### src/wsbs_pkg.sv
// Notes on behaviour
// block is four longwords, page aligned
// first longword equals block's own address
// restart routine pointer must be nonzero
// sum 31 longwords at routine, match third
// search upward from zero through memory
// scan only in restart positions of selector
// nothing found: halt or boot per selector
// flag set: skip restart, halt or boot
// flag clear: write flag to one first
// stack pointer gets block address plus 200h
// power or reset switch cause: argument 3
// halt cause: argument from halt code
// start processor at restart routine address
// read selector on gaining control, decide
// step one 512-byte page, stop at top
// modular checksum, scan-done before action
package wsbs_pkg;
    localparam int          WSBS_AW         = 32;
    localparam int          WSBS_DW         = 32;
    localparam logic [31:0] WSBS_PAGE_BYTES = 32'h0000_0200;
    localparam logic [31:0] WSBS_LW_BYTES   = 32'h0000_0004;
    localparam logic [31:0] WSBS_SP_OFFSET  = 32'h0000_0200;
    localparam logic [31:0] WSBS_AP_POWER   = 32'h0000_0003;
    localparam logic [4:0]  WSBS_SUM_LAST   = 5'h1E;
    localparam logic [1:0]  WSBS_OFF_SELF   = 2'h0;
    localparam logic [1:0]  WSBS_OFF_RTN    = 2'h1;
    localparam logic [1:0]  WSBS_OFF_SUM    = 2'h2;
    localparam logic [1:0]  WSBS_OFF_FLAG   = 2'h3;
    localparam int          WSBS_FLAG_BIT   = 0;

    typedef enum logic [1:0] {
        WSBS_SEL_HALT,
        WSBS_SEL_BOOT,
        WSBS_SEL_RESTART_HALT,
        WSBS_SEL_RESTART_BOOT
    } wsbs_sel_t;

    typedef enum logic [1:0] {
        WSBS_ACT_NONE,
        WSBS_ACT_RESTART,
        WSBS_ACT_HALT,
        WSBS_ACT_BOOT
    } wsbs_act_t;
endpackage

### src/wsbs_checksum.sv
`timescale 1ns/1ps
// modular longword accumulator; carries fall off the top
module wsbs_checksum
    import wsbs_pkg::*;
(
    input  wire logic               core_clk,
    input  wire logic               rst,
    input  wire logic               clear,
    input  wire logic               add,
    input  wire logic [WSBS_DW-1:0] word,
    output logic [WSBS_DW-1:0]      sum
);
    logic [WSBS_DW-1:0] next_sum;

    always_comb
    begin
        next_sum = sum;
        if (clear)
            next_sum = '0;
        else if (add)
            next_sum = sum + word;
    end

    always_ff @(posedge core_clk)
    begin
        if (rst)
            sum <= '0;
        else
            sum <= next_sum;
    end
endmodule

### src/wsbs_mem_port.sv
`timescale 1ns/1ps
// single-outstanding memory read/write sequencer; one access at a time keeps ordering trivial
module wsbs_mem_port
    import wsbs_pkg::*;
(
    input  wire logic               core_clk,
    input  wire logic               rst,
    input  wire logic               req,
    input  wire logic               req_we,
    input  wire logic [WSBS_AW-1:0] req_addr,
    input  wire logic [WSBS_DW-1:0] req_wdata,
    output logic                    done,
    output logic [WSBS_DW-1:0]      rdata,
    output logic                    mem_req,
    output logic                    mem_we,
    output logic [WSBS_AW-1:0]      mem_addr,
    output logic [WSBS_DW-1:0]      mem_wdata,
    input  wire logic               mem_ack,
    input  wire logic [WSBS_DW-1:0] mem_rdata
);
    logic               next_mem_req;
    logic               next_mem_we;
    logic [WSBS_AW-1:0] next_mem_addr;
    logic [WSBS_DW-1:0] next_mem_wdata;
    logic               next_done;
    logic [WSBS_DW-1:0] next_rdata;

    always_comb
    begin
        next_mem_req   = mem_req;
        next_mem_we    = mem_we;
        next_mem_addr  = mem_addr;
        next_mem_wdata = mem_wdata;
        next_done      = 1'b0;
        next_rdata     = rdata;
        if (mem_req)
        begin
            if (mem_ack)
            begin
                next_mem_req = 1'b0;
                next_done    = 1'b1;
                next_rdata   = mem_rdata;
            end
        end
        else if (req && !done)
        begin
            next_mem_req   = 1'b1;
            next_mem_we    = req_we;
            next_mem_addr  = req_addr;
            next_mem_wdata = req_wdata;
        end
    end

    always_ff @(posedge core_clk)
    begin
        if (rst)
        begin
            mem_req   <= 1'b0;
            mem_we    <= 1'b0;
            mem_addr  <= '0;
            mem_wdata <= '0;
            done      <= 1'b0;
            rdata     <= '0;
        end
        else
        begin
            mem_req   <= next_mem_req;
            mem_we    <= next_mem_we;
            mem_addr  <= next_mem_addr;
            mem_wdata <= next_mem_wdata;
            done      <= next_done;
            rdata     <= next_rdata;
        end
    end
endmodule

### src/wsbs_scanner.sv
`timescale 1ns/1ps
module wsbs_scanner
    import wsbs_pkg::*;
#(
    parameter logic [WSBS_AW-1:0] MEM_TOP = 32'h0010_0000
)
(
    input  wire logic               core_clk,
    input  wire logic               rst,
    input  wire logic               power_event,
    input  wire logic               halt_event,
    input  wire logic [WSBS_DW-1:0] halt_code,
    input  wire logic [1:0]         action_sel,
    input  wire logic [WSBS_AW-1:0] mem_size,
    output logic                    mem_req,
    output logic                    mem_we,
    output logic [WSBS_AW-1:0]      mem_addr,
    output logic [WSBS_DW-1:0]      mem_wdata,
    input  wire logic               mem_ack,
    input  wire logic [WSBS_DW-1:0] mem_rdata,
    output logic                    scan_done,
    output logic                    scan_found,
    output logic                    cpu_start,
    output logic [WSBS_DW-1:0]      stack_pointer,
    output logic [WSBS_DW-1:0]      argument_pointer,
    output logic [WSBS_AW-1:0]      start_pc,
    output logic                    cpu_halt,
    output logic                    cpu_boot,
    output logic                    busy
);
    typedef enum logic [3:0] {
        WSBS_IDLE,
        WSBS_RD_SELF,
        WSBS_RD_RTN,
        WSBS_RD_SUM,
        WSBS_RD_BODY,
        WSBS_RD_FLAG,
        WSBS_WR_FLAG,
        WSBS_DONE,
        WSBS_REPORT,
        WSBS_ACT
    } wsbs_state_t;

    wsbs_state_t        state;
    wsbs_state_t        next_state;
    logic [WSBS_AW-1:0] base;
    logic [WSBS_AW-1:0] next_base;
    logic [WSBS_AW-1:0] rtn;
    logic [WSBS_AW-1:0] next_rtn;
    logic [WSBS_DW-1:0] want_sum;
    logic [WSBS_DW-1:0] next_want_sum;
    logic [WSBS_DW-1:0] flag_word;
    logic [WSBS_DW-1:0] next_flag_word;
    logic [4:0]         idx;
    logic [4:0]         next_idx;
    logic [WSBS_DW-1:0] cause_ap;
    logic [WSBS_DW-1:0] next_cause_ap;
    logic [1:0]         sel;
    logic [1:0]         next_sel;
    wsbs_act_t          act;
    wsbs_act_t          next_act;
    logic               found;
    logic               next_found;
    logic               next_scan_done;
    logic [WSBS_DW-1:0] next_stack_pointer;
    logic [WSBS_DW-1:0] next_argument_pointer;
    logic [WSBS_AW-1:0] next_start_pc;

    logic               port_req;
    logic               port_we;
    logic [WSBS_AW-1:0] port_addr;
    logic [WSBS_DW-1:0] port_wdata;
    logic               port_done;
    logic [WSBS_DW-1:0] port_rdata;
    logic               sum_clear;
    logic               sum_add;
    logic [WSBS_DW-1:0] sum;
    logic [WSBS_AW-1:0] top;

    function automatic logic [WSBS_AW-1:0] lw_addr(input logic [WSBS_AW-1:0] b, input logic [1:0] off);
        lw_addr = b + WSBS_LW_BYTES * {30'h0, off};
    endfunction

    function automatic wsbs_act_t fallback(input logic [1:0] s);
        fallback = (s == WSBS_SEL_RESTART_BOOT || s == WSBS_SEL_BOOT) ? WSBS_ACT_BOOT : WSBS_ACT_HALT;
    endfunction

    // memory top from populated size, clipped to the build limit
    assign top = (mem_size != '0 && mem_size < MEM_TOP) ? mem_size : MEM_TOP;

    wsbs_mem_port u_port (
        .core_clk  (core_clk),
        .rst       (rst),
        .req       (port_req),
        .req_we    (port_we),
        .req_addr  (port_addr),
        .req_wdata (port_wdata),
        .done      (port_done),
        .rdata     (port_rdata),
        .mem_req   (mem_req),
        .mem_we    (mem_we),
        .mem_addr  (mem_addr),
        .mem_wdata (mem_wdata),
        .mem_ack   (mem_ack),
        .mem_rdata (mem_rdata)
    );

    wsbs_checksum u_sum (
        .core_clk (core_clk),
        .rst      (rst),
        .clear    (sum_clear),
        .add      (sum_add),
        .word     (port_rdata),
        .sum      (sum)
    );

    always_comb
    begin
        port_req   = 1'b0;
        port_we    = 1'b0;
        port_addr  = lw_addr(base, WSBS_OFF_SELF);
        port_wdata = '0;
        unique case (state)
            WSBS_RD_SELF: port_req = 1'b1;
            WSBS_RD_RTN:
            begin
                port_req  = 1'b1;
                port_addr = lw_addr(base, WSBS_OFF_RTN);
            end
            WSBS_RD_SUM:
            begin
                port_req  = 1'b1;
                port_addr = lw_addr(base, WSBS_OFF_SUM);
            end
            WSBS_RD_BODY:
            begin
                port_req  = 1'b1;
                port_addr = rtn + WSBS_LW_BYTES * {27'h0, idx};
            end
            WSBS_RD_FLAG:
            begin
                port_req  = 1'b1;
                port_addr = lw_addr(base, WSBS_OFF_FLAG);
            end
            WSBS_WR_FLAG:
            begin
                port_req   = 1'b1;
                port_we    = 1'b1;
                port_addr  = lw_addr(base, WSBS_OFF_FLAG);
                port_wdata = flag_word | (32'h0000_0001 << WSBS_FLAG_BIT);
            end
            default: ;
        endcase
    end

    assign sum_clear = (state == WSBS_RD_SUM);
    assign sum_add   = (state == WSBS_RD_BODY) && port_done;

    always_comb
    begin
        next_state            = state;
        next_base             = base;
        next_rtn              = rtn;
        next_want_sum         = want_sum;
        next_flag_word        = flag_word;
        next_idx              = idx;
        next_cause_ap         = cause_ap;
        next_sel              = sel;
        next_act              = act;
        next_found            = found;
        next_scan_done        = 1'b0;
        next_stack_pointer    = stack_pointer;
        next_argument_pointer = argument_pointer;
        next_start_pc         = start_pc;
        unique case (state)
            WSBS_IDLE:
            begin
                if (power_event || halt_event)
                begin
                    next_sel      = action_sel;
                    next_cause_ap = power_event ? WSBS_AP_POWER : halt_code;
                    next_base     = '0;
                    next_found    = 1'b0;
                    if (action_sel == WSBS_SEL_RESTART_HALT || action_sel == WSBS_SEL_RESTART_BOOT)
                        next_state = WSBS_RD_SELF;
                    else
                    begin
                        next_act   = fallback(action_sel);
                        next_state = WSBS_ACT;
                    end
                end
            end
            WSBS_RD_SELF:
                if (port_done)
                    next_state = (port_rdata == base) ? WSBS_RD_RTN : WSBS_DONE;
            WSBS_RD_RTN:
                if (port_done)
                begin
                    next_rtn   = port_rdata;
                    next_state = (port_rdata != '0) ? WSBS_RD_SUM : WSBS_DONE;
                end
            WSBS_RD_SUM:
                if (port_done)
                begin
                    next_want_sum = port_rdata;
                    next_idx      = '0;
                    next_state    = WSBS_RD_BODY;
                end
            WSBS_RD_BODY:
                if (port_done)
                begin
                    next_idx = idx + 5'h01;
                    if (idx == WSBS_SUM_LAST)
                        next_state = WSBS_RD_FLAG;
                end
            WSBS_RD_FLAG:
            begin
                // sum register now holds all 31 words
                if (port_done)
                begin
                    next_flag_word = port_rdata;
                    next_state     = WSBS_DONE;
                    next_found     = (sum == want_sum);
                end
            end
            WSBS_DONE:
            begin
                if (found)
                begin
                    next_scan_done = 1'b1;
                    if (flag_word[WSBS_FLAG_BIT])
                    begin
                        next_act   = fallback(sel);
                        next_state = WSBS_REPORT;
                    end
                    else
                        next_state = WSBS_WR_FLAG;
                end
                else if (base + WSBS_PAGE_BYTES >= top || base + WSBS_PAGE_BYTES < base)
                begin
                    next_scan_done = 1'b1;
                    next_act       = fallback(sel);
                    next_state     = WSBS_REPORT;
                end
                else
                begin
                    next_base  = base + WSBS_PAGE_BYTES;
                    next_state = WSBS_RD_SELF;
                end
            end
            WSBS_WR_FLAG:
                if (port_done)
                begin
                    next_stack_pointer    = base + WSBS_SP_OFFSET;
                    next_argument_pointer = cause_ap;
                    next_start_pc         = rtn;
                    next_act              = WSBS_ACT_RESTART;
                    next_state            = WSBS_ACT;
                end
            // one cycle of scan_done alone, so the result is seen before any fallback fires
            WSBS_REPORT:
                next_state = WSBS_ACT;
            WSBS_ACT:
            begin
                next_act   = WSBS_ACT_NONE;
                next_state = WSBS_IDLE;
            end
        endcase
    end

    always_ff @(posedge core_clk)
    begin
        if (rst)
        begin
            state            <= WSBS_IDLE;
            base             <= '0;
            rtn              <= '0;
            want_sum         <= '0;
            flag_word        <= '0;
            idx              <= '0;
            cause_ap         <= '0;
            sel              <= '0;
            act              <= WSBS_ACT_NONE;
            found            <= 1'b0;
            scan_done        <= 1'b0;
            stack_pointer    <= '0;
            argument_pointer <= '0;
            start_pc         <= '0;
        end
        else
        begin
            state            <= next_state;
            base             <= next_base;
            rtn              <= next_rtn;
            want_sum         <= next_want_sum;
            flag_word        <= next_flag_word;
            idx              <= next_idx;
            cause_ap         <= next_cause_ap;
            sel              <= next_sel;
            act              <= next_act;
            found            <= next_found;
            scan_done        <= next_scan_done;
            stack_pointer    <= next_stack_pointer;
            argument_pointer <= next_argument_pointer;
            start_pc         <= next_start_pc;
        end
    end

    // actions fire in the ACT state, a cycle after scan_done for a scanned halt or boot, later for a restart
    assign scan_found = found;
    assign cpu_start  = (state == WSBS_ACT) && (act == WSBS_ACT_RESTART);
    assign cpu_halt   = (state == WSBS_ACT) && (act == WSBS_ACT_HALT);
    assign cpu_boot   = (state == WSBS_ACT) && (act == WSBS_ACT_BOOT);
    assign busy       = (state != WSBS_IDLE);
endmodule

### config.mk
export PLATFORM = sky130hd
export DESIGN_NAME = wsbs_scanner
export DESIGN_NICKNAME = d
export VERILOG_FILES = /design/src/wsbs_pkg.sv /design/src/wsbs_checksum.sv /design/src/wsbs_mem_port.sv /design/src/wsbs_scanner.sv
export SDC_FILE = /design/constraint.sdc
export NUM_CORES = 1
export LEC_CHECK = 0
export ABC_AREA = 1
export BUFFER_PORTS_ARGS = -buffer_cell sky130_fd_sc_hd__buf_4
export CAP_MARGIN = 10
export CORE_ASPECT_RATIO = 1.75
export CORE_UTILIZATION = 45
export DETAILED_ROUTE_END_ITERATION = 8
export RECOVER_POWER = 25
export SETUP_SLACK_MARGIN = 0.4
export SLEW_MARGIN = 20
export SYNTH_ARGS = -nofsm -noshare
export SYNTH_HDL_FRONTEND = slang
export SYNTH_HIERARCHICAL = 1
export SYNTH_SLANG_ARGS = --single-unit
### constraint.sdc
create_clock -name core_clk -period 4.1 [get_ports core_clk]
set_input_delay 0.615 -clock core_clk [delete_from_list [all_inputs] [get_ports core_clk]]
set_output_delay 0.615 -clock core_clk [all_outputs]
set_load 0.02 [all_outputs]
Yosys cells after proc, flatten, opt, wreduce, memory -nomap -nowiden. Index checks and enable logic that the tools add are counted.

Add/sub/neg operators: 7. Order comparisons: 3. Equal/unequal tests: 33. Muxes and demuxes: 46. Bitwise gates (word level): 2. Reductions and logical operators: 37.

Operator list (number): 32-bit two-way mux (6); 32-bit one-hot mux with 4 select lines (1); 32-bit by 4-bit adder with 32-bit output, second input constant (2); 32-bit == test (2); 32-bit one-hot mux with 2 select lines (1); 32-bit nonzero test (2); 4-bit two-way mux (12); 4-bit one-hot mux with 10 select lines (1); 32-bit by 10-bit adder with 32-bit output, second input constant (1); 32-bit by 3-bit adder with 32-bit output, second input constant (1); 32-bit adder (1); 32-bit by 7-bit adder with 32-bit output (1); 32-bit >= comparator (1); 32-bit by 21-bit < comparator with 1-bit output, second input constant (1); 32-bit < comparator (1); 4-bit by 3-bit == test with 1-bit output, second input constant (4); 2-bit by 1-bit inequality test with 1-bit output, second input constant (7); 2-bit AND reduction (7); 1-bit two-way mux (12); 2-bit two-way mux (6); 2-bit == test, second input constant (5); 5-bit two-way mux (2); 5-bit one-hot mux with 2 select lines (1); 4-bit by 2-bit == test with 1-bit output, second input constant (2); other kinds (23) (48).

Register bits: 402. Output and inout port bits: 168. Logic and storage cells: 149.

Longest topological paths before layout. Gate-level depths: netlist (run 1).

Word-level depth: 8. Gate-level depth with buffers: 24. Gate-level depth less buffers: 22.

Hierarchy. Netlist (run 1), hierarchy kept.

Modules (own cells, without submodules): wsbs_scanner (instances 1, cells an instance 1886, area an instance 13143.9 um2, sequential area each 5044.8 um2); wsbs_mem_port (instances 1, cells an instance 559, area an instance 3827.4 um2, sequential area each 1981.9 um2); wsbs_checksum (instances 1, cells an instance 679, area an instance 3672.3 um2, sequential area each 640.6 um2).

Least setup slack after synthesis (run 1). OpenSTA, ideal clock, no wires.

Kind: reg-to-reg. Start point: register base[9]. End point: register base[12]. Arrival: 3.054 ns. Path slack: 0.981 ns. Stages on the path, launching flop included: 22. Path buffers: 1. Path through: dfxtp_1 -> inv_1 -> nor3_1 -> nand2_1 -> nor2_1 -> nand3_1 -> nor4_1 -> ha_1 -> inv_1 -> ha_1 -> nand2_1 -> o21ai_0 -> a21oi_1 -> o21ai_0 -> a21oi_1 -> nand3_2 -> nand2_4 -> nand2_4 -> buf_12 -> nand2_2 -> nand2_1 -> nor2_1.

Longest elaborated chain between the ends: 5. Elaborated cells on any way between the ends: 9. Those cells by class: add/sub (1); order compare (2); eq/ne (1); mux (3); reduce/logical (2).

Ends and longest elaborated chain: from (decl) (RTL line wsbs_scanner.sv:46) `logic [WSBS_AW-1:0] base;`; from (signal assigned) (RTL line wsbs_scanner.sv:293) `base <= next_base;`; 32-bit by 10-bit adder with 32-bit output (RTL line wsbs_scanner.sv:239, wsbs_scanner.sv:247); 32-bit >= comparator / 32-bit < comparator (equally long branches) (RTL line wsbs_scanner.sv:239) `else if (base + WSBS_PAGE_BYTES >= top || base + WSBS_PAGE_BYTES < base)`; 1-bit logical OR (RTL line wsbs_scanner.sv:239); 2-bit inequality test (no source line); 4-bit AND reduction (no source line).

Parallel ways exist; a longest one is shown, timed or not. The select of a mux whose other input is x is not followed. A chain may end at the register's enable or synchronous reset.

Worst setup path after layout (run 1).
Start point: register base[15]. End point: register base[28].

The elaborated chain is that of the path after synthesis.

==> results of run 1 <==
worst paths after layout:
path | from | end | slack (ps) | depth (start not counted)
setup / recovery | base[15]$_SDFFE_PP0P_ | base[28]$_SDFFE_PP0P_ | 680 | 21
hold / removal | mem_rdata[4] | u_port/rdata[4]$_SDFFE_PP0P_ | 220 | 3
setup reg to reg | base[15]$_SDFFE_PP0P_ | base[28]$_SDFFE_PP0P_ | 680 | 21
hold reg to reg | sel[0]$_SDFFE_PP0P_ | sel[0]$_SDFFE_PP0P_ | 450 | 2
synthesized netlist by cell type (17+ instances only):
| cell | instances | area (um^2) |
|---|---|---|
| o21ai_0 | 199 | 996.0 |
| nor4_1 | 23 | 143.9 |
| nand2_1 | 720 | 2703 |
| clkbuf_1 | 102 | 382.9 |
| inv_1 | 381 | 1430 |
| buf_2 | 18 | 90.09 |
| nor3_1 | 27 | 135.1 |
| buf_4 | 17 | 127.6 |
| nor2_1 | 478 | 1794 |
| xnor2_1 | 28 | 245.2 |
| nand3_1 | 185 | 925.9 |
| nand2_2 | 42 | 262.8 |
| ha_1 | 73 | 913.4 |
| dfxtp_1 | 383 | 7667 |
| a21oi_1 | 240 | 1201 |
| nand4_1 | 55 | 344.1 |
| xor2_1 | 50 | 437.9 |
flip-flops by register name, summed over array words and instances, names as in the netlist, 32 cells and up:
name              count
want_sum             32
u_port/rdata         32
start_pc             32
argument_pointer     32
u_port/mem_wdata     32
cause_ap             32
u_sum/sum            32
u_port/mem_addr      32
flag_word            32
rtn                  32
cells in the final DEF, fill, tap and decap left out, types with 16 or more instances in the layout:
master,Yosys,layout
o21ai_0,199,197
clkbuf_1,102,143
xor2_1,50,50
dfxtp_1,383,379
nand3_1,185,184
xnor2_1,28,28
inv_1,381,380
a21oi_1,240,240
nor2_1,478,472
nor4_1,23,22
or2_2,16,16
buf_4,17,182
clkbuf_16,0,39
ha_1,73,72
conb_1,2,20
nand2_2,42,44
nand4_1,55,55
nand2_1,720,718
nor3_1,27,24
timing repair:
action / CTS / global route
cloned: 0 / 1
resized for setup: 6 / 13
pin swaps: 0 / 5
setup buffers: 0 / 4
setup endpoints to repair: 23 / 25
report_power, final:
part | switching, uW | leakage [uW] | internal [uW]
sequential | 472 | 0.00311 | 4260
combinational | 4040 | 0.00762 | 1800
clock | 1630 | 0.000657 | 2220
total | 6130 | 0.0114 | 8280
metrics by stage:
stage	hold WS [ps]	area, um^2	worst slack, ps	total power (uW)	util [%]
CTS	209.5	24510	421.6	14600	54.18
finish	219.8	24100	684.6	14410	53.28
global placement	442.9	23120	363.4	10660	51.11
global route	219.5	24100	428.1	15290	53.28
floorplan	424.5	20710	980.7	8790	-
detailed placement	445.9	23120	265.2	10720	51.11
final cells by class:
| type | count | area share [%] |
|---|---|---|
| inverters | 389 | 6.069 |
| flip-flops and latches | 383 | 31.84 |
| well taps | 577 | 2.996 |
| clock inverters | 18 | 1.303 |
| clock buffers | 50 | 4.346 |
| multi-input cells | 2218 | 45.47 |
| repair buffers | 320 | 7.985 |
critical path, stage by stage (launching register included):
cell and delay (ps):
dfxtp_2 380, inv_1 100, nor3_2 210, nand2_2 120
nor2_4 130, nand3_2 140, nor4_2 190, ha_1 310
inv_1 90, ha_1 230, nand2_1 80, o21ai_0 90
a21oi_1 130, o21ai_0 100, a21oi_1 120, buf_4 150
nand3_2 130, nand2_8 150, buf_6 170, nand3_1 90
nand2_1 90, nor2_1 40
logic make-up (layout without fill, tap and decap cells):
kind of cell / after synthesis / count (layout) / share of synthesized area [%]
DFF: 383 / 383 / 37.14
buffers and inverters: 542 / 777 / 10.69
and+or+nand+nor: 1580 / 1581 / 32.69
adders and majority gates: 75 / 75 / 4.618
AOI/OAI and AO/OA: 464 / 464 / 11.52
other: 2 / 20 / 0.03638
xor gates and xnor gates: 78 / 78 / 3.309
metal layers:
metal	global-route usage (%)	routed length, um	vias up
met5	0	0	-
met4	20.14	5473	0
met3	3.651	4192	223
met2	61.08	40850	765
met1	34.43	27350	9754
li1	-	-	10293
==> impl_metrics.yaml, run 1 <==
place:
  dp_hpwl_mm: 57.46
  io_buffer_count: 261
  gp_congestion: 0.9804
  dp.cells: 3882
timing:
  min_period_ps: 3415
  hold_viol_final: 0
  fmax_mhz: 292.8
  finalClockSkew_ps: 26.30
  drv_slew: 0
  worst_slew_margin_rel_pct: 28.77
  timing.final.crit_share_pct: 83.30
  setup_viol: 0
  setup_tns_ps: 0
  tightest_slew_ps: 1067
  rsz0062_at_grt: "no"
floorplan:
  core_area_mm2: 0.04523
  dieArea_mm2: 0.04677
  start_util_pct: 45.64
  std_cell_rows: 103
  fp.dieH_um: 285.3
  dieWidth_um: 163.9
  pin_count: 271
grt:
  gr-total-overflow: 0
  track_usage_pct: 32.76
  grt_max_degree: 133
  grt_pass1_wl_mm: 116.1
  antenna_found_initial: 0
  grt_pass1_vias: 20026
route:
  drt_first_pass_iters: 6
  wirelength_mm: 77.87
  vias: 21035
  routedWlPerCell_um: 19.69
  viasPerCell: 5.319
  drcViolationCount: 0
  drtAntennaViolNets: 0
  drt-initial-drc-count: 1336
min_path:
  hp-class: "input port to flip-flop"
synth:
  avgSynthCellArea_um2: 6.608
  synthCells: 3124
  async_flop_share_pct: 0
  seq_area_frac_synth_pct: 37.14
  synth.distinct_cells: 48
  syn_area_mm2: 0.02064
  ys_ff_latch: 383
  synth_ff_type: "dfxtp_1"
  yosysWarnings: 6
  synth_edf_count: 0
pwr:
  cellPowerDensity_mw_per_mm2: 598.1
  ir_worst_vdd_v: 0.0004643
  total_leakage_power_uw: 0.01138
clocking:
  clockRootBuffer: "clkbuf_16"
  cts_tree: "done"
  cts_buffer_depth: 3
  path_clk_slew_ps: 70
  cts_inserted_buffers: 39
  h-tree-depth: 2
  clkSinkCount: 383
  clock_latency_ps: 580
  cts_hold_buf: 0
critical_path:
  crit_path_end_kind: "flip-flop"
  crit_path_start_kind: "flip-flop"
  crit_type: "flip-flop to flip-flop"
  critPathMaxFanout: 14
  crit_required_ps: 4520
  crit_arrival_ps: 3830
cells_and_area:
  syn_to_final_growth_pct: 16.74
  n_antenna_cell: 0
  n_fill_cell: 4663
  final_cell_count_no_fill: 3955
  final-seq-area_mm2: 0.007672
  multi_input_area_mm2: 0.01096
  layout-drive-gt1-share_pct: 10.81
  fin_nets: 3529
flow_run:
  cap_violations: 0
status:
  status: "finished, final reports clean"
(Power assumes the default switching activity.)
==> run 2, diff against run 1 <==
- ABC_AREA: 1 -> 0
- clock period: 4.1 -> 3.2 ns (I/O delays scaled with it)
==> run 2 against run 1 <==
  * The flow now finishes with violations (negative setup slack)
  * Critical endpoint is now base[10]$_SDFFE_PP0P_
  * Synthesized cell count fell by 22%
  * Worst setup slack got worse by 1100 ps
  * Via count fell by 12%
  * Combinational power fell by 47%
  * Sequential share of layout area fell by 0.99 points
  * Sequential cell count did not move
  * First-iteration DRC count fell by 31%
  * Clock skew rose by 11 ps
==> impl_metrics.yaml, run 2 <==
critical_path:
  r2r_start: "base[10]$_SDFFE_PP0P_"
  crit_path_frequent_cell: "buf_4"
  crit_slowest_cell: "dfxtp_4"
  crit_arrival_ps: 4040
  crit_path_end_kind: "flip-flop"
  crit_path_start_kind: "flip-flop"
  critPathMaxStageDelay_ps: 340
  endpoint: "base[10]$_SDFFE_PP0P_"
  rrSetupSlack_ps: -400
  crit_required_ps: 3640
  path_cells: "buf_6, ha_4, buf_4, buf_4, and3_2, nand3_1, xor2_1, inv_1, ha_1, nand4_1, nor2_2, a311oi_2, a31oi_4, nor2_4, a211oi_4, or2_4, buf_12, a22o_4"
  crit_start: "base[10]$_SDFFE_PP0P_"
  r2r_end: "base[10]$_SDFFE_PP0P_"
  ff2ff_path_depth: 18
  crit_type: "flip-flop to flip-flop"
  critPathMaxFanout: 8
place:
  gp_congestion: 0.9306
  dp_hpwl_mm: 51.27
  dp_slack_ps: -704.7
  io_buffer_count: 261
timing:
  fin_ws_ps: -403.0
  min_period_ps: 3603
  finalClockSkew_ps: 37.19
  tightest_slew_ps: 1086
  timing.final.crit_share_pct: 112.6
  hold_slack_ps: 157.8
  fmax_mhz: 277.5
  worst_slew_margin_rel_pct: 27.48
  setup_viol: 28
  drv_slew: 0
  hold_viol_final: 0
  rsz0062_at_grt: "yes"
cells_and_area:
  syn_to_final_growth_pct: 26.04
  fin_nets: 2970
  mostFrequentLayoutCell: "nand2_1"
  n_antenna_cell: 0
  final_cell_mix: "nand2_1, dfxtp_1, buf_4, a21oi_1, nor2_1"
  layout-drive-gt1-share_pct: 20.82
grt:
  antenna_found_initial: 0
  grt_pass1_vias: 18373
  grt_max_degree: 161
  grt_pass1_wl_mm: 103.9
  track_usage_pct: 30.02
  gr-total-overflow: 0
floorplan:
  pin_count: 271
  start_util_pct: 45.67
  core_area_mm2: 0.04335
  dieWidth_um: 160.6
  dieArea_mm2: 0.04487
  std_cell_rows: 101
  fp.dieH_um: 279.5
clocking:
  cts_buffer_depth: 3
  clockRootBuffer: "clkbuf_16"
  path_clk_slew_ps: 60
  cts_inserted_buffers: 38
  clock_latency_ps: 570
  cts_hold_buf: 0
  cts_tree: "done"
  h-tree-depth: 2
  clkSinkCount: 383
synth:
  synth_top_cell_area_share_pct: 38.73
  async_flop_share_pct: 0
  synth_top_area_cell: "dfxtp_1"
  synthCells: 2422
  synthTopCellsByCount: "nand2_1, dfxtp_1, a21oi_1"
  synth_most_common_cell: "nand2_1"
  synth_area_leaders: "dfxtp_1, nand2_1, a21oi_1, ha_1, mux2i_1"
  synth.distinct_cells: 83
  syn_area_mm2: 0.01980
  avgSynthCellArea_um2: 8.174
  seq_area_frac_synth_pct: 38.73
  synth_edf_count: 0
  synth_ff_type: "dfxtp_1"
  ys_ff_latch: 383
  yosysWarnings: 6
route:
  drtAntennaViolNets: 0
  drt_first_pass_iters: 7
  wl_met3_mm: 3.026
  routedWlPerCell_um: 20.48
  viasPerCell: 5.492
  drt-initial-drc-count: 922
  wirelength_mm: 69.33
  top_layer: "met4"
  drcViolationCount: 0
  wl_met1_mm: 24.57
  wl_met2_mm: 36.56
  vias: 18589
pwr:
  total_leakage_power_uw: 0.009968
  cellPowerDensity_mw_per_mm2: 518.7
  power_uw: 12940
  ir_worst_vdd_v: 0.0008015
flow_run:
  cap_violations: 0
status:
  violations: "negative setup slack"
  status: "finished, violations left"
min_path:
  hp-class: "input port to flip-flop"
## run 2: layer usage
| metal | vias up | track usage [%] |
|---|---|---|
| met4 | 0 | 21.00 |
| met2 | 602 | 56.73 |
| met5 | - | 0 |
| li1 | 8983 | - |
| met1 | 8817 | 30.47 |
| met3 | 187 | 3.168 |
## run 2: repair_timing
item | CTS | global route
resized for setup | 50 | 69
setup endpoints to repair | 47 | 99
setup buffers | 8 | 15
gates cloned | 1 | 1
pin swaps | 44 | 34
## run 2: worst min-delay path by stage
stage	startpoint	endpoint	cells after the start
2_1_floorplan	flag_word[0]$_SDFFE_PP0P_	flag_word[0]$_SDFFE_PP0P_	2
3_3_place_gp	cause_ap[30]$_SDFFE_PP0P_	argument_pointer[30]$_SDFFE_PP0P_	2
5_1_grt	mem_rdata[25]	u_port/rdata[25]$_SDFFE_PP0P_	3
6_report	mem_rdata[4]	u_port/rdata[4]$_SDFFE_PP0P_	3
3_5_place_dp	cause_ap[4]$_SDFFE_PP0P_	argument_pointer[4]$_SDFFE_PP0P_	2
4_1_cts	mem_rdata[4]	u_port/rdata[4]$_SDFFE_PP0P_	3
## run 2: worst max-delay path: cells and delay by family, from the launching register on
family                   cells  cell delay (ps)
AND/OR/NAND/NOR              6             1020
AO/OA/AOI/OAI                4              830
buffers and inverters        5              630
adder cells (fa/ha/maj)      2              480
flip-flops                   1              340
XOR/XNOR                     1              180
## run 2: where the power goes
group	switching [uW]	leakage, uW	internal [uW]
Combinational	1880	0.00627	1210
Clock	2010	0.000597	2560
Sequential	328	0.00310	4950
Total	4210	0.00997	8730
## run 2: layout make-up
class,count,area [um^2]
tap,566,708.2
sequential,383,7696
timing repair buffer,484,3405
fill,4168,18390
multi-input combinational,1838,11720
clock buffer,52,1044
inverter,47,176.4
clock inverter,15,203.9
## run 2: metrics by stage
stage | instances | TNS [ps] | area [um^2] | util (%)
floorplan | 2440 | -3386 | 19960 | -
global placement | 3293 | -15150 | 23390 | 53.96
detailed placement | 3293 | -16660 | 23390 | 53.96
CTS | 3369 | -11180 | 24950 | 57.56
global route | 3385 | -12870 | 24950 | 57.56
finish | 3385 | -9275 | 24950 | 57.56
## run 2: logic make-up (layout without fill, tap and decap cells)
| logic type | count (synthesis) | in the layout | synth area share, % |
|---|---|---|---|
| AND/OR/NAND/NOR | 1004 | 1005 | 24.48 |
| AO/OA/AOI/OAI | 521 | 521 | 16.57 |
| flip-flops | 383 | 383 | 38.73 |
| buffers and inverters | 220 | 598 | 5.189 |
| XOR/XNOR | 127 | 127 | 5.619 |
| multiplexers | 90 | 90 | 4.551 |
| adder cells (fa/ha/maj) | 75 | 75 | 4.816 |
| other | 2 | 20 | 0.03794 |
